<file path="config.mk">
export PLATFORM = sky130hd
export DESIGN_NAME = pss_supervisor
export DESIGN_NICKNAME = d
export VERILOG_FILES = /design/src/pss_pkg.sv /design/src/pss_debounce.sv /design/src/pss_ramp.sv /design/src/pss_supervisor.sv
export VERILOG_INCLUDE_DIRS = /design/src
export SDC_FILE = /design/constraint.sdc
export NUM_CORES = 1
export LEC_CHECK = 0
export ABC_AREA = 1
export BUFFER_PORTS_ARGS = -buffer_cell sky130_fd_sc_hd__clkbuf_2
export CAP_MARGIN = 0
export CORE_UTILIZATION = 35
export CTS_BUF_LIST = sky130_fd_sc_hd__clkbuf_16
export DETAILED_ROUTE_END_ITERATION = 10
export GPL_ROUTABILITY_DRIVEN = 1
export GPL_TIMING_DRIVEN = 0
export PLACE_DENSITY_LB_ADDON = 0.05
export SLEW_MARGIN = 30
export SYNTH_ARGS = -nofsm -noshare
export SYNTH_HDL_FRONTEND = slang
export SYNTH_SLANG_ARGS = --single-unit
</file>
<file path="constraint.sdc">
create_clock -name mclk -period 19.1 [get_ports mclk]
set_input_delay 1.91 -clock mclk [delete_from_list [all_inputs] [get_ports mclk]]
set_output_delay 1.91 -clock mclk [all_outputs]
set_load 0.03 [all_outputs]
</file>
<file path="src/pss_params.svh">
// Purpose: Offsets, scale figures and timing figures of the supply supervisor
// Assumes: 50 MHz mclk
// Notes:   Long waits are top-level parameters so simulation can shorten them
`ifndef PSS_PARAMS_SVH
`define PSS_PARAMS_SVH

`define PSS_OFS_OT_RESP    8'h0b
`define PSS_OFS_SH_RESP    8'h0d
`define PSS_OFS_REEN_TIME  8'h0e
`define PSS_OFS_BLANK      8'h0f
`define PSS_OFS_TEMP       8'h1a
`define PSS_OFS_TRIM       8'h2b
`define PSS_OFS_PON_SS     8'h2c
`define PSS_OFS_PG         8'h2d
`define PSS_OFS_OT_THR     8'h2f
`define PSS_OFS_SR_SS      8'h54
`define PSS_OFS_SS_FILT    8'h5f

`define PSS_CLK_KHZ        50000
`define PSS_DEB_MS         100
`define PSS_PG_STEP_MS     10
`define PSS_PON_STEP_MS    10
`define PSS_SS_STEP_US     40
`define PSS_SR_STEP_US     4
`define PSS_REEN_STEP_MS   250

`define PSS_OT_STEP_UV     3000
`define PSS_OT_HYST_MV     12
`define PSS_ADC_FS_MV      1580
`define PSS_ADC_CODES      4096
`define PSS_TRIM_UNITY     256
`define PSS_TRIM_SCALE     2
`define PSS_ADC_MAX        12'hfff
`define PSS_LEVEL_MAX      8'hff

`endif

</file>
<file path="src/pss_pkg.sv">
// Purpose: Types shared by the supply supervisor modules
// Assumes: Nothing beyond the params header
// Notes:   Field layouts match the byte registers bit for bit
package pss_pkg;

	typedef enum logic [1:0] {
		ACT_IGNORE,
		ACT_ORING_OFF,
		ACT_RECT_OFF,
		ACT_SUPPLY_OFF
	} pss_action_t;

	// Bit 7 debounce, bit 6 stay off, bits 5:4 action
	typedef struct packed {
		logic        debounce;
		logic        stay_off;
		pss_action_t action;
		logic [3:0]  unused;
	} pss_flag_cfg_t;

	typedef struct packed {
		logic ac_ok;
		logic oc_primary;
		logic oc_secondary;
		logic ov_local;
		logic ov_load;
		logic uv;
	} pss_health_t;

	typedef enum {
		SEQ_OFF,
		SEQ_DELAY,
		SEQ_RAMP,
		SEQ_ON,
		SEQ_STOP
	} pss_seq_t;

endpackage : pss_pkg

</file>
<file path="src/pss_debounce.sv">
// Purpose: Holds off a fault until it has stood for a whole interval
// Assumes: cond comes from mclk logic
// Notes:   Any gap restarts the count
`timescale 1ns/1ns
module pss_debounce #(
	parameter int unsigned DEB_CYC = 32'd5000000
) (
	// Clock and reset
	input  wire logic mclk,
	input  wire logic reset,
	// Condition
	input  wire logic cond,
	input  wire logic use_deb,
	output logic      fault
);
	logic [31:0] cnt_q;

	always_ff @(posedge mclk) begin
		if (reset || !cond) begin
			cnt_q <= 32'h0;
		end else if (cnt_q < DEB_CYC) begin
			cnt_q <= cnt_q + 32'h1;
		end
	end

	assign fault = cond && (!use_deb || cnt_q >= DEB_CYC);

endmodule : pss_debounce

</file>
<file path="src/pss_ramp.sv">
// Purpose: Linear 8-bit ramp, one step every step_cyc cycles
// Assumes: step_cyc is at least one
// Notes:   Without soft fall the level drops to zero at once
`timescale 1ns/1ns
`include "pss_params.svh"
module pss_ramp (
	// Clock and reset
	input  wire logic        mclk,
	input  wire logic        reset,
	// Control
	input  wire logic        rise,
	input  wire logic        soft_fall,
	input  wire logic [31:0] step_cyc,
	// Level
	output logic [7:0]       level_q,
	output logic             at_top,
	output logic             at_zero
);
	logic [31:0] tick_q;
	logic        tick;

	assign tick    = tick_q + 32'h1 >= step_cyc;
	assign at_top  = level_q == `PSS_LEVEL_MAX;
	assign at_zero = level_q == 8'h00;

	always_ff @(posedge mclk) begin
		if (reset || tick || (rise ? at_top : at_zero)) begin
			tick_q <= 32'h0;
		end else begin
			tick_q <= tick_q + 32'h1;
		end
	end

	always_ff @(posedge mclk) begin
		if (reset || (!rise && !soft_fall)) begin
			level_q <= 8'h00;
		end else if (tick && rise && !at_top) begin
			level_q <= level_q + 8'h01;
		end else if (tick && !rise && !at_zero) begin
			level_q <= level_q - 8'h01;
		end
	end

endmodule : pss_ramp

</file>
<file path="src/pss_supervisor.sv">
// Purpose: Power-on sequencing, power-good outputs and fault supervision
// Assumes: Serial bus engine decodes transfers into the byte register port
// Notes:   Health, fault and ADC inputs are mclk logic; only the request pin is synchronised
`timescale 1ns/1ns
`include "pss_params.svh"
// Behaviour
// - Over-temperature flag sets when corrected reading is below the 8-bit threshold.
// - Threshold rises about 3 mV per step, spanning zero to 765 mV.
// - The flag clears only 12 mV above the threshold.
// - 5-bit trim scales converter gain by roughly plus or minus twelve percent.
// - Primary power-good asserts after delay when healthy; drops after delay on request loss.
// - One bit enables soft-stop ramp down on turn-off by request loss; a flag supply shutdown turns off at once.
// - 2-bit field selects soft-start ramp rise time.
// - 2-bit field selects delay from request to soft-start.
// - 2-bit field selects request source; software bit acts as request.
// - Masking bit chooses all flags or only non-ignored flags for secondary power-good.
// - Polarity bit inverts hardware request pin; inverted means low is on.
// - Rectifier soft-start bit ramps rectifier duty instead of full duty.
// - Always bit repeats rectifier soft-start each enabling, else first only.
// - 2-bit field selects loop low-pass filter bandwidth during soft-start.
// - Blanking bit ignores rectifier conditions until soft-start ramp ends.
// - Reading shows as 12 bits in upper bits of a 16-bit register.
// - Over-temperature response: action field, debounce bit, re-enable or stay-off bit.
// - Share-bus fault response uses the same layout in its own register.
// - 2-bit field selects wait before automatic re-enable after flag shutdown.
// - Blanking bits 0 and 1 ignore the over-temperature and share-bus flags until soft-start ramp completes; bits 2 to 6 do nothing.
module pss_supervisor
	import pss_pkg::*;
#(
	parameter int unsigned DEB_CYC   = `PSS_DEB_MS * `PSS_CLK_KHZ,
	parameter int unsigned PG_STEP   = `PSS_PG_STEP_MS * `PSS_CLK_KHZ,
	parameter int unsigned PON_STEP  = `PSS_PON_STEP_MS * `PSS_CLK_KHZ,
	parameter int unsigned SS_STEP   = `PSS_SS_STEP_US * `PSS_CLK_KHZ / 1000,
	parameter int unsigned SR_STEP   = `PSS_SR_STEP_US * `PSS_CLK_KHZ / 1000,
	parameter int unsigned REEN_STEP = `PSS_REEN_STEP_MS * `PSS_CLK_KHZ
) (
	// Clock and reset
	input  wire logic        mclk,
	input  wire logic        reset,
	// Byte register port from the serial management bus engine
	input  wire logic [7:0]  reg_addr,
	input  wire logic [7:0]  reg_wdata,
	input  wire logic        reg_write,
	output logic [15:0]      reg_rdata,
	// Request pin and supply health
	input  wire logic        power_on_request_pin,
	input  wire pss_health_t health,
	input  wire logic        external_flag,
	input  wire logic        share_fault,
	// Temperature converter
	input  wire logic [11:0] temp_sense_input,
	// Rectifier control
	input  wire logic        rect_enable_req,
	input  wire logic        rect_off_cond,
	// Sequencing outputs
	output logic             supply_enable,
	output logic [7:0]       softstart_level,
	output logic             softstart_active,
	output logic [1:0]       softstart_filter_bw,
	output logic             oring_switch_on,
	output logic             sync_rectifier_on,
	output logic [7:0]       sync_rectifier_duty,
	output logic             overtemp_flag,
	output logic             power_good_primary,
	output logic             power_good_secondary
);
	// Registers
	pss_flag_cfg_t ot_resp_q, sh_resp_q;
	logic [7:0]    blank_q, reen_q, trim_q, pon_q, pg_q, thr_q, srss_q, filt_q;
	logic [15:0]   temp_q;
	// Request synchroniser
	logic          pin_s1_q, pin_s2_q;
	// Sequencer
	pss_seq_t      seq_q;
	logic [31:0]   dly_q, pg_cnt_q, reen_cnt_q;
	logic          ramp_rise, ramp_top, ramp_zero;
	// Faults
	logic          ot_q, ot_cond, sh_cond, ot_fault, sh_fault;
	logic [1:0]    lat_q;
	pss_action_t   lat_act [2];
	logic          sw_req, hw_req, req, run_req, healthy, supply_off;
	logic [6:0]    flags, flags_seen, flags_live;
	// Rectifier
	logic          sr_first_q, sr_on_q, sr_go, sr_soft_q;
	logic [7:0]    sr_level;

	// Cycles for a 2-bit time code: code 0 is one step
	function automatic logic [31:0] code_cyc(input logic [1:0] code, input int unsigned step);
		// Widen before the add so code 3 does not wrap to zero
		code_cyc = 32'(step) * ({30'h0, code} + 32'h1);
	endfunction : code_cyc

	// Register writes
	always_ff @(posedge mclk) begin
		if (reset) begin
			ot_resp_q <= '0;
			sh_resp_q <= '0;
			blank_q   <= 8'h00;
			reen_q    <= 8'h00;
			trim_q    <= 8'h00;
			pon_q     <= 8'h00;
			pg_q      <= 8'h00;
			thr_q     <= 8'h00;
			srss_q    <= 8'h00;
			filt_q    <= 8'h00;
		end else if (reg_write) begin
			if (reg_addr == `PSS_OFS_OT_RESP) begin
				ot_resp_q <= pss_flag_cfg_t'(reg_wdata);
			end else if (reg_addr == `PSS_OFS_SH_RESP) begin
				sh_resp_q <= pss_flag_cfg_t'(reg_wdata);
			end else if (reg_addr == `PSS_OFS_REEN_TIME) begin
				reen_q <= reg_wdata;
			end else if (reg_addr == `PSS_OFS_BLANK) begin
				blank_q <= reg_wdata;
			end else if (reg_addr == `PSS_OFS_TRIM) begin
				trim_q <= reg_wdata;
			end else if (reg_addr == `PSS_OFS_PON_SS) begin
				pon_q <= reg_wdata;
			end else if (reg_addr == `PSS_OFS_PG) begin
				pg_q <= reg_wdata;
			end else if (reg_addr == `PSS_OFS_OT_THR) begin
				thr_q <= reg_wdata;
			end else if (reg_addr == `PSS_OFS_SR_SS) begin
				srss_q <= reg_wdata;
			end else if (reg_addr == `PSS_OFS_SS_FILT) begin
				filt_q <= reg_wdata;
			end
		end
	end

	// Register reads; unmapped offsets read zero
	always_comb begin
		reg_rdata = 16'h0000;
		if (reg_addr == `PSS_OFS_OT_RESP) begin
			reg_rdata = {8'h00, ot_resp_q};
		end else if (reg_addr == `PSS_OFS_SH_RESP) begin
			reg_rdata = {8'h00, sh_resp_q};
		end else if (reg_addr == `PSS_OFS_REEN_TIME) begin
			reg_rdata = {8'h00, reen_q};
		end else if (reg_addr == `PSS_OFS_BLANK) begin
			reg_rdata = {8'h00, blank_q};
		end else if (reg_addr == `PSS_OFS_TEMP) begin
			reg_rdata = temp_q;
		end else if (reg_addr == `PSS_OFS_TRIM) begin
			reg_rdata = {8'h00, trim_q};
		end else if (reg_addr == `PSS_OFS_PON_SS) begin
			reg_rdata = {8'h00, pon_q};
		end else if (reg_addr == `PSS_OFS_PG) begin
			reg_rdata = {8'h00, pg_q};
		end else if (reg_addr == `PSS_OFS_OT_THR) begin
			reg_rdata = {8'h00, thr_q};
		end else if (reg_addr == `PSS_OFS_SR_SS) begin
			reg_rdata = {8'h00, srss_q};
		end else if (reg_addr == `PSS_OFS_SS_FILT) begin
			reg_rdata = {8'h00, filt_q};
		end
	end

	// Temperature path: gain trim, then threshold compare with hysteresis
	logic signed [9:0]  gain;
	logic        [23:0] scaled;
	logic        [11:0] corr;
	logic        [31:0] thr_code, clr_code;

	assign gain   = 10'(`PSS_TRIM_UNITY) + 10'(`PSS_TRIM_SCALE) * 10'($signed(trim_q[4:0]));
	assign scaled = {12'h000, temp_sense_input} * {14'h0000, gain};
	assign corr   = |scaled[23:20] ? `PSS_ADC_MAX : scaled[19:8];
	assign thr_code = {24'h0, thr_q} * 32'(`PSS_OT_STEP_UV) * 32'(`PSS_ADC_CODES)
		/ (32'(`PSS_ADC_FS_MV) * 32'd1000);
	assign clr_code = thr_code + 32'(`PSS_OT_HYST_MV) * 32'(`PSS_ADC_CODES) / 32'(`PSS_ADC_FS_MV);

	always_ff @(posedge mclk) begin
		if (reset) begin
			temp_q <= 16'h0000;
		end else begin
			temp_q <= {corr, 4'h0};
		end
	end

	always_ff @(posedge mclk) begin
		if (reset) begin
			ot_q <= 1'b0;
		end else if ({20'h0, corr} < thr_code) begin
			ot_q <= 1'b1;
		end else if ({20'h0, corr} >= clr_code) begin
			ot_q <= 1'b0;
		end
	end
	assign overtemp_flag = ot_q;

	// Request pin crosses in through two flops
	always_ff @(posedge mclk) begin
		if (reset) begin
			pin_s1_q <= 1'b0;
			pin_s2_q <= 1'b0;
		end else begin
			pin_s1_q <= power_on_request_pin;
			pin_s2_q <= pin_s1_q;
		end
	end

	assign hw_req = pg_q[0] ? !pin_s2_q : pin_s2_q;
	assign sw_req = pon_q[5];

	always_comb begin
		case (pon_q[7:6])
			2'd0:    req = sw_req;
			2'd1:    req = hw_req;
			2'd2:    req = hw_req && sw_req;
			default: req = hw_req || sw_req;
		endcase
	end

	assign flags_live = flags & ~(softstart_active ? blank_q[6:0] : 7'h00);
	assign flags = {external_flag, !health.ac_ok, health.uv, health.ov_local | health.ov_load,
		health.oc_primary | health.oc_secondary, share_fault, ot_q};
	assign ot_cond = flags_live[0];
	assign sh_cond = flags_live[1];

	pss_debounce #(.DEB_CYC(DEB_CYC)) u_deb_ot (
		.mclk    (mclk),
		.reset   (reset),
		.cond    (ot_cond),
		.use_deb (ot_resp_q.debounce),
		.fault   (ot_fault)
	);
	pss_debounce #(.DEB_CYC(DEB_CYC)) u_deb_sh (
		.mclk    (mclk),
		.reset   (reset),
		.cond    (sh_cond),
		.use_deb (sh_resp_q.debounce),
		.fault   (sh_fault)
	);

	assign lat_act[0] = ot_resp_q.action;
	assign lat_act[1] = sh_resp_q.action;

	// flag shutdown latch; a latch held off by stay-off waits for the request to drop
	always_ff @(posedge mclk) begin
		if (reset) begin
			lat_q <= 2'b00;
		end else begin
			for (int i = 0; i < 2; i++) begin
				if ((i == 0 ? ot_fault : sh_fault) && lat_act[i] != ACT_IGNORE) begin
					lat_q[i] <= 1'b1;
				end else if (!req || (!(i == 0 ? ot_resp_q.stay_off : sh_resp_q.stay_off)
					&& reen_cnt_q >= code_cyc(reen_q[1:0], REEN_STEP))) begin
					lat_q[i] <= 1'b0;
				end
			end
		end
	end

	// re-enable wait, started once the conditions are gone
	always_ff @(posedge mclk) begin
		if (reset || lat_q == 2'b00 || ot_fault || sh_fault) begin
			reen_cnt_q <= 32'h0;
		end else if (reen_cnt_q < code_cyc(reen_q[1:0], REEN_STEP)) begin
			reen_cnt_q <= reen_cnt_q + 32'h1;
		end
	end

	assign supply_off = (lat_q[0] && lat_act[0] == ACT_SUPPLY_OFF) || (lat_q[1] && lat_act[1] == ACT_SUPPLY_OFF);
	assign oring_switch_on = supply_enable && !((lat_q[0] && lat_act[0] == ACT_ORING_OFF)
		|| (lat_q[1] && lat_act[1] == ACT_ORING_OFF));
	assign run_req = req && !supply_off;

	always_ff @(posedge mclk) begin
		if (reset) begin
			seq_q <= SEQ_OFF;
			dly_q <= 32'h0;
		end else begin
			case (seq_q)
				SEQ_OFF: begin
					dly_q <= 32'h0;
					if (run_req) begin
						seq_q <= SEQ_DELAY;
					end
				end
				SEQ_DELAY: begin
					dly_q <= dly_q + 32'h1;
					if (!run_req) begin
						seq_q <= SEQ_OFF;
					end else if (dly_q + 32'h1 >= code_cyc(pon_q[4:3], PON_STEP)) begin
						seq_q <= SEQ_RAMP;
					end
				end
				SEQ_RAMP, SEQ_ON: begin
					if (!run_req) begin
						seq_q <= pon_q[2] && !supply_off ? SEQ_STOP : SEQ_OFF;
					end else if (ramp_top) begin
						seq_q <= SEQ_ON;
					end
				end
				SEQ_STOP: begin
					if (run_req) begin
						seq_q <= SEQ_RAMP;
					end else if (ramp_zero) begin
						seq_q <= SEQ_OFF;
					end
				end
				default: seq_q <= SEQ_OFF;
			endcase
		end
	end

	assign ramp_rise        = seq_q == SEQ_RAMP || seq_q == SEQ_ON;
	assign supply_enable    = seq_q != SEQ_OFF && seq_q != SEQ_DELAY;
	assign softstart_active = seq_q == SEQ_RAMP;
	assign softstart_filter_bw = filt_q[1:0];

	pss_ramp u_ss_ramp (
		.mclk      (mclk),
		.reset     (reset),
		.rise      (ramp_rise),
		.soft_fall (seq_q == SEQ_STOP),
		.step_cyc  (code_cyc(pon_q[1:0], SS_STEP)),
		.level_q   (softstart_level),
		.at_top    (ramp_top),
		.at_zero   (ramp_zero)
	);

	assign healthy = health.ac_ok && !health.oc_primary && !health.oc_secondary
		&& !health.ov_local && !health.ov_load && !health.uv;
	always_ff @(posedge mclk) begin
		if (reset) begin
			pg_cnt_q           <= 32'h0;
			power_good_primary <= 1'b0;
		end else if (!power_good_primary) begin
			pg_cnt_q <= healthy && req ? pg_cnt_q + 32'h1 : 32'h0;
			if (healthy && req && pg_cnt_q >= 32'(PG_STEP) * {28'h0, pg_q[7:4]}) begin
				power_good_primary <= 1'b1;
				pg_cnt_q           <= 32'h0;
			end
		end else if (!healthy) begin
			power_good_primary <= 1'b0;
			pg_cnt_q           <= 32'h0;
		end else begin
			pg_cnt_q <= req ? 32'h0 : pg_cnt_q + 32'h1;
			if (!req && pg_cnt_q >= 32'(PG_STEP) * {28'h0, pg_q[7:4]}) begin
				power_good_primary <= 1'b0;
				pg_cnt_q           <= 32'h0;
			end
		end
	end

	assign flags_seen = pg_q[3] ? (flags & {5'h1f, sh_resp_q.action != ACT_IGNORE,
		ot_resp_q.action != ACT_IGNORE}) : flags;
	always_ff @(posedge mclk) begin
		if (reset) begin
			power_good_secondary <= 1'b0;
		end else begin
			power_good_secondary <= supply_enable && flags_seen == 7'h00;
		end
	end

	assign sr_go = rect_enable_req && supply_enable
		&& !(rect_off_cond && !(blank_q[7] && softstart_active))
		&& !((lat_q[0] && lat_act[0] == ACT_RECT_OFF) || (lat_q[1] && lat_act[1] == ACT_RECT_OFF));

	always_ff @(posedge mclk) begin
		if (reset) begin
			sr_on_q    <= 1'b0;
			sr_first_q <= 1'b0;
			sr_soft_q  <= 1'b0;
		end else begin
			sr_on_q <= sr_go;
			if (sr_go && !sr_on_q) begin
				sr_first_q <= 1'b1;
				sr_soft_q  <= srss_q[0] && (srss_q[1] || !sr_first_q);
			end
		end
	end

	pss_ramp u_sr_ramp (
		.mclk      (mclk),
		.reset     (reset),
		.rise      (sr_on_q),
		.soft_fall (1'b0),
		.step_cyc  (32'(SR_STEP)),
		.level_q   (sr_level),
		.at_top    (),
		.at_zero   ()
	);
	assign sync_rectifier_on   = sr_on_q;
	assign sync_rectifier_duty = !sr_on_q ? 8'h00 : (sr_soft_q ? sr_level : `PSS_LEVEL_MAX);

endmodule : pss_supervisor

</file>
==> metrics.txt, run 1 <==
status=finished, final reports clean; period utilisation layout=0.932; Final HPWL DP=70.3 mm; worst reg2reg setup slack=1.31 ns; Root Driver=clkbuf_16; worst reg-to-reg path cell count=approximately 140; hold path depth=2; Area growth syn-to-layout=13.6%; Worst Path Arrival=18.29 ns; ys async rst share=0; Num CTS Buffers=44; Die W=300 um; CP dominant cell by count=nand2_2; crit path kind=reg -> reg; gr usage total=0.195; reg2reg end=overtemp_flag; mapped cell area=31100 um2; Post-synth EDFFs=0; most common cell after layout, fill and taps aside=nand2_1; worst r2r src=thr_q[4]; Placed Instance Area=about 33000 um2; Seq/Total Area, Yosys=0.222; post-synth cell types=79; layout cells sized above 1=0.131; Hold Vio Cnt, Final=0; Hold Buf Count CTS=0; WHS Endpoint=pin_s2_q; fin nets=5138; Starting Density=0.356; crit-path max cell delay=0.57 ns; gp weighted congestion=0.850; Final Max Slew Viols=0; routed via count=about 28000; GRT overflow=0; die height=300 um; HP Class=reg -> reg; CTS tree=done; Peak VDD IR=65.6 uV; Clock Sinks=approximately 350; Clk Latency, worst-skew pair=0.59 ns; Yosys Warn Count=0; largest net degree at the start of global routing=13; clock skew=0.0438 ns; Pre-antenna DRT Iters=5; vias per cell=4.77; pre-CTS setup slack=-0.730 ns; final setup vio count=0; DRC=0; hold_sp=pin_s1_q; global-route wire length before repair=around 140 mm; Leak Pwr=16.8 nW; crit path max fanout=10; fin crit period=about 18 ns; relative slew slack=0.330; H-tree depth=2; #FFs+latches synth=345; number of I/O pins=83; die area=90100 um2; startpoint types=flip-flop; num rows=108; final instance area=35400 um2; Max Root-Sink Buffers=3; hold slack=slightly above 0.4 ns; core box area=87400 um2; ANT nets after route=0; slew of the pin with the lowest slew margin=0.996 ns; Mapped Cells=4519; syn avg cell area=6.89 um2; CP required=roughly 20 ns; number of global-route vias before repair=27300; Critical Path End Type=flip-flop; Max Cap Viol=0; final worst slack=1.31 ns; Worst path slowest cell=fa_1; initial antenna violation count=1; main flop type after synthesis=dfxtp_1; commonest non-fill, non-tap cells in the layout=nand2_1 (912), inv_1 (771), nor2_1 (349); Pwr Density=62.4 nW/um2; input/output buffers=72; DR WL/cell=14.8 um; Initial DRC Count=1557; wirelength, routed=88.0 mm; Peak Freq=~56 MHz; Worst-path clk slew=~0.06 ns
-- per-stage QoR --
step           power, W  setup TNS [ns]   util  instances
2_1_floorplan   0.00124               0      -       4572
3_3_place_gp    0.00139          -0.768  0.379       5799
3_5_place_dp    0.00138          -0.730  0.379       5799
4_1_cts         0.00221               0  0.397       5890
5_1_grt         0.00236         -0.0582  0.404       5931
6_report        0.00221               0  0.404       5931
-- Yosys cell counts (7+ instances only) --
master | count | share of area
a211oi_1 | 14 | 0.0034
or2_2 | 9 | 0.0018
clkinv_1 | 14 | 0.0017
o21ai_1 | 17 | 0.0027
inv_1 | 760 | 0.092
nand4_1 | 77 | 0.015
o211ai_1 | 13 | 0.0031
a21o_1 | 10 | 0.0024
ha_1 | 260 | 0.10
nand2_4 | 42 | 0.015
buf_1 | 8 | 0.00097
nor3b_1 | 12 | 0.0029
xnor2_1 | 47 | 0.013
nand3_2 | 29 | 0.0093
buf_8 | 9 | 0.0043
inv_2 | 27 | 0.0033
nand3_1 | 298 | 0.048
o21ai_2 | 7 | 0.0020
nand3b_1 | 19 | 0.0046
nand2_2 | 139 | 0.028
xor2_1 | 122 | 0.034
a21oi_1 | 264 | 0.042
clkbuf_1 | 54 | 0.0065
a31oi_1 | 13 | 0.0026
o21a_1 | 15 | 0.0036
fa_1 | 96 | 0.062
nor4_1 | 38 | 0.0076
a2111oi_0 | 12 | 0.0034
o221ai_1 | 12 | 0.0034
nor2_4 | 19 | 0.0069
o22ai_1 | 10 | 0.0020
o21ai_0 | 184 | 0.030
buf_6 | 10 | 0.0036
nor2_1 | 358 | 0.043
o2111ai_1 | 8 | 0.0023
nor3_1 | 91 | 0.015
dfxtp_1 | 345 | 0.22
nand2_1 | 928 | 0.11
nor2_2 | 31 | 0.0062
-- per-layer routing --
layer  global-route usage  wire [um]
met5                    0          0
met2                0.322      39700
met1                0.275      43900
met3               0.0218       3040
met4               0.0378       1390
-- area by class of cell --
type / instances / area (um2)
Inverter: 816 / 3140
Timing Repair Buffer: 121 / 758
Antenna cell: 1 / 2.50
Sequential cell: 345 / 6920
Clock buffer: 45 / 1130
Multi-Input combinational cell: 3322 / 21100
Clock inverter: 36 / 269
Buffer: 90 / 637
Tap cell: 1155 / 1450
Fill cell: 9352 / 52100
-- power breakdown --
group,total (W),leakage [nW],internal (W),switching [W]
Clock,0.000806,0.738,0.000468,0.000338
Combinational,0.000661,13.3,0.000216,0.000445
Sequential,0.000741,2.81,0.000732,0.00000900
Total,0.00221,16.8,0.00142,0.000792
-- cell families (layout without fill, tap and decap cells) --
family | Yosys count | in the layout | share of synthesized area
DFF | 345 | 345 | 0.222
buffers and inverters | 906 | 1108 | 0.120
adders and majority gates | 356 | 356 | 0.166
xor gates and xnor gates | 169 | 169 | 0.0476
and+or+nand+nor | 2116 | 2117 | 0.328
other | 1 | 55 | 0.000121
AOI/OAI and AO/OA | 626 | 626 | 0.117
-- registers in the layout (all words and copies together), names as in the netlist, 12 cells and up --
| signal | count |
|---|---|
| temp_q | 12 |
| u_deb_ot.cnt_q | 32 |
| u_sr_ramp.tick_q | 32 |
| pg_cnt_q | 32 |
| dly_q | 32 |
| reen_cnt_q | 32 |
| u_ss_ramp.tick_q | 32 |
| u_deb_sh.cnt_q | 32 |
-- timing repair --
action / CTS / global route
endpoints found under the hold margin: 0 / 0
pin swaps: 14 / 33
buffers inserted: 9 / 39
setup endpoints to repair: 1 / 1
cloned: 1 / 1
resized for setup: 25 / 81
-- worst max-delay path: cells and delay by family (launching register included) --
kind,cells,cell delay (ns)
compound gates,13,1.89
simple gates,86,8.16
flops,1,0.38
buf+inv,20,2.62
fa+ha+maj,16,4.53
-- worst max-delay path by stage --
stage | from | endpoint | slack [ns] | cells past startpoint
final | thr_q[4] | overtemp_flag | 1.31 | 135
after global routing | thr_q[7] | overtemp_flag | -0.06 | 138
after CTS | thr_q[2] | overtemp_flag | 0.03 | 134
after detailed placement | thr_q[2] | overtemp_flag | -0.73 | 136
after global placement | thr_q[2] | overtemp_flag | -0.77 | 136
after floorplan | thr_q[5] | overtemp_flag | 2.40 | 133
No activity file was read; power rests on OpenSTA's default activity.
==> run 2, diff against run 1 <==
Settings changed: PLACE_DENSITY set to 0.47, PLACE_DENSITY_LB_ADDON 0.05 to unset, SKIP_LAST_GASP set to 1.
Clock period 19.1 ns to 17.6 ns, I/O delays scaled along.
==> metrics.txt, run 2 (synthesis results as in run 1) <==
status=finished, final reports clean; top routing layer in use=met5; number of global-route vias before repair=approximately 27000; storage element area=6930 um2; CP dominant cell by count=nand2_2; Placed Instance Area=33100 um2; hold_sp=pin_s1_q; DRC=0; final setup vio count=0; Met3 Wirelength=3.87 mm; crit path kind=reg -> reg; final instance area=36400 um2; Hold Buf Count CTS=0; Initial DRC Count=1535; Peak Freq=approximately 60 MHz; DR WL met2=40.2 mm; core box area=87400 um2; vias per cell=4.77; wire length on met1=between 40 and 50 mm; Num CTS Buffers=43; Starting Density=0.356; pre-CTS setup slack=-2.01 ns; layout filler cell count=9298; die height=300 um; Pwr Density=68.7 nW/um2; die area=about 90000 um2; input/output buffers=72; num rows=around 110; startpoint types=flip-flop; clock skew=between 0.02 and 0.025 ns; worst r2r src=thr_q[7]; Worst-path clk slew=0.06 ns; number of I/O pins=83; HP Class=reg -> reg; Max Cap Viol=0; Critical Path End Type=flip-flop; ANT cells=0; Root Driver=clkbuf_16; hold slack=0.400 ns; Worst path slowest cell=fa_1; DR WL/cell=14.7 um; gr usage total=0.195; CP required=between 15 and 20 ns; gp weighted congestion=0.849; routed via count=28700; Peak VDD IR=between 90 and 100 uV; commonest non-fill, non-tap cells in the layout=nand2_1 (895), inv_1 (751), nor2_1 (343); Worst Path Arrival=approximately 17 ns; Crit path buffers/inverters=26; CTS tree=done; fin crit period=16.68 ns; Area growth syn-to-layout=17.1%; Clock Sinks=345; CP delay by family, top=simple AND/OR/NAND/NOR gates; Pre-antenna DRT Iters=5; slew of the pin with the lowest slew margin=0.970 ns; Final Max Slew Viols=0; final worst slack=0.923 ns; Clk Latency, worst-skew pair=between 0.5 and 0.6 ns; global-route wire length before repair=around 140 mm; Final Util=0.417; crit-path max cell delay=roughly 0.60 ns; GRT overflow=0; layout cells sized above 1=0.156; Leak Pwr=17.3 nW; Die W=300 um; period utilisation layout=0.948; largest net degree at the start of global routing=14; initial antenna violation count=1; wirelength, routed=88.2 mm; Max Root-Sink Buffers=3; Hold Vio Cnt, Final=0; relative slew slack=0.347; H-tree depth=2; most common cell after layout, fill and taps aside=nand2_1; crit path max fanout=10; ANT nets after route=0; Multi-input gate area=21300 um2; CP Launch Point=thr_q[7]; Final HPWL DP=69.5 mm; fin nets=about 5200
## run 2: stage by stage
stage / setup TNS [ns] / total power (W) / std cells
6_report: 0 / 0.00250 / 6010
5_1_grt: -0.0540 / 0.00266 / 6010
4_1_cts: 0 / 0.00246 / 5929
3_5_place_dp: -2.01 / 0.00150 / 5799
3_3_place_gp: -2.12 / 0.00150 / 5799
2_1_floorplan: 0 / 0.00134 / 4572
## run 2: path summary, 6_finish.rpt
path	slack (ns)	cells past startpoint	to
setup / recovery	0.92	133	overtemp_flag
hold / removal	0.40	2	pin_s2_q
setup reg to reg	0.92	133	overtemp_flag
hold reg to reg	0.40	2	pin_s2_q
## run 2: metal layers
layer,track usage,vias up
met5,0,-
met4,0.0479,2
met3,0.0251,100
met2,0.326,437
met1,0.265,13000
li1,-,15100
## run 2: cell type report
class                      instances  area share
sequential                       345       0.190
clock buffer                      43      0.0295
inverter                         816      0.0865
multi-input combinational       3322       0.586
tap                             1155      0.0397
timing repair buffer             206      0.0406
clock inverter                    35      0.0108
buffer                            88      0.0170
## run 2: where the power goes
part	leakage [nW]	switching (W)	total (W)	internal (W)
clock	0.719	0.000372	0.000924	0.000552
sequential	2.81	0.00000987	0.000804	0.000794
combinational	13.7	0.000499	0.000774	0.000275
total	17.3	0.000881	0.00250	0.00162
## run 2: timing repair
item | CTS | global route
pin swaps | 36 | 81
buffers inserted | 50 | 80
gates cloned | 3 | 1
resized for setup | 85 | 106
hold endpoints to repair | 0 | 0
endpoints found under the setup margin | 1 | 1
## run 2: worst register-to-register path: cells and delay by family, from the launching register on
family                     cells  cell delay (ns)
and+or+nand+nor               81             7.28
AOI/OAI and AO/OA             12             1.82
DFF                            1             0.36
buffers and inverters         26             3.00
adders and majority gates     14             4.08
==> run 3, diff against run 2 <==
Clock period 17.6 ns to 18.8 ns, I/O delays scaled along.
==> metrics.txt, run 3 (synthesis results as in run 1) <==
Leak Pwr=16.8 nW; hold slack=between 0.4 and 0.5 ns; Max Cap Viol=0; number of I/O pins=83; CTS tree=done; Finished Layout Cells=5927; Num CTS Buffers=43; CP dominant cell by count=nand2_2; slew of the pin with the lowest slew margin=1.03 ns; final setup vio count=0; input/output buffers=72; Worst Path Arrival=roughly 18 ns; Hold Vio Cnt, Final=0; Area growth syn-to-layout=13.8%; routed via count=28200; initial antenna violation count=1; most common cell after layout, fill and taps aside=nand2_1; aggregate negative setup slack=0 ns; gr usage total=0.193; H-tree depth=2; Clk Latency, worst-skew pair=0.58 ns; status=finished, final reports clean; commonest non-fill, non-tap cells in the layout=nand2_1 (912), inv_1 (758), nor2_1 (348); Die W=300 um; fin crit period=17.58 ns; Peak VDD IR=85.8 uV; ANT cells=0; startpoint types=flip-flop; Pwr Density=64.5 nW/um2; Critical Path End Type=flip-flop; DRC=0; Peak Freq=56.9 MHz; DR WL/cell=14.6 um; global-route wire length before repair=around 140 mm; Final HPWL DP=69.5 mm; Pre-antenna DRT Iters=5; vias per cell=4.76; final total power=0.00228 W; Worst path slowest cell=fa_1; core box area=87400 um2; CP required=19.29 ns; Hold Buf Count CTS=0; Multi-input gate area=21100 um2; wirelength, routed=86.8 mm; pre-CTS setup slack=-0.814 ns; Max Root-Sink Buffers=3; layout filler cell count=~9400; GRT overflow=0; relative slew slack=0.307; Initial DRC Count=roughly 1400; num rows=108; die area=90100 um2; die height=between 300 and 400 um; gp weighted congestion=0.849; crit path max fanout=18; Root Driver=clkbuf_16; fin nets=5137; crit path kind=reg -> reg; layout cells sized above 1=0.132; HP Class=reg -> reg; placed cells=5799; period utilisation layout=0.935; final worst slack=between 1 and 1.5 ns; crit-path max cell delay=roughly 0.61 ns; clock skew=0.0241 ns; ANT nets after route=0; Starting Density=0.356; number of global-route vias before repair=27000; Clock Sinks=about 350; storage element area=between 6000 and 7000 um2; Worst-path clk slew=0.06 ns; Final Max Slew Viols=0; largest net degree at the start of global routing=14
## run 3: final cells by class
| class | count | share of cell area |
|---|---|---|
| Buffer | 89 | 0.0174 |
| Clock buffer | 43 | 0.0304 |
| Clock inverter | 35 | 0.0111 |
| Inverter | 816 | 0.0888 |
| Multi-Input combinational cell | 3322 | 0.595 |
| Sequential cell | 345 | 0.196 |
| Tap cell | 1155 | 0.0408 |
| Timing Repair Buffer | 122 | 0.0211 |
## run 3: final timing paths
kind,startpoint,end,slack (ns),cells after the start
worst min-delay path,pin_s1_q,pin_s2_q,0.40,2
worst max register to register,thr_q[7],overtemp_flag,1.22,135
worst min register to register,pin_s1_q,pin_s2_q,0.40,2
worst max-delay path,thr_q[7],overtemp_flag,1.22,135
## run 3: stage by stage
| step | area, um2 | util |
|---|---|---|
| 2_1_floorplan | 31300 | - |
| 3_3_place_gp | 33100 | 0.379 |
| 3_5_place_dp | 33100 | 0.379 |
| 4_1_cts | 34800 | 0.398 |
| 5_1_grt | 35400 | 0.405 |
| 6_report | 35400 | 0.405 |
## run 3: metal layers
layer	routed length [um]	vias up	track usage	part of all wire
met5	7	-	0	0.000081
met4	1980	2	0.0464	0.023
met2	39300	405	0.321	0.45
met3	3500	104	0.0247	0.040
met1	42000	12800	0.263	0.48
li1	-	14900	-	-
## run 3: power by group
part           switching, W  internal, W
combinational      0.000449     0.000218
clock              0.000348     0.000517
sequential       0.00000924     0.000743
total              0.000806      0.00148
## run 3: what timing repair did
item                                    CTS  global route
endpoints found under the setup margin    1             1
gates cloned                              1             1
resized for setup                        27            80
buffers inserted                         12            36
pin swaps                                13            37
## run 3: worst max-delay path, delay by kind of cell, from the launching register on
family                   cells  cell delay, ns
buffers and inverters       19            2.30
adder cells (fa/ha/maj)     16            4.73
flip-flops                   1            0.36
AND/OR/NAND/NOR             89            8.53
AO/OA/AOI/OAI               11            1.59
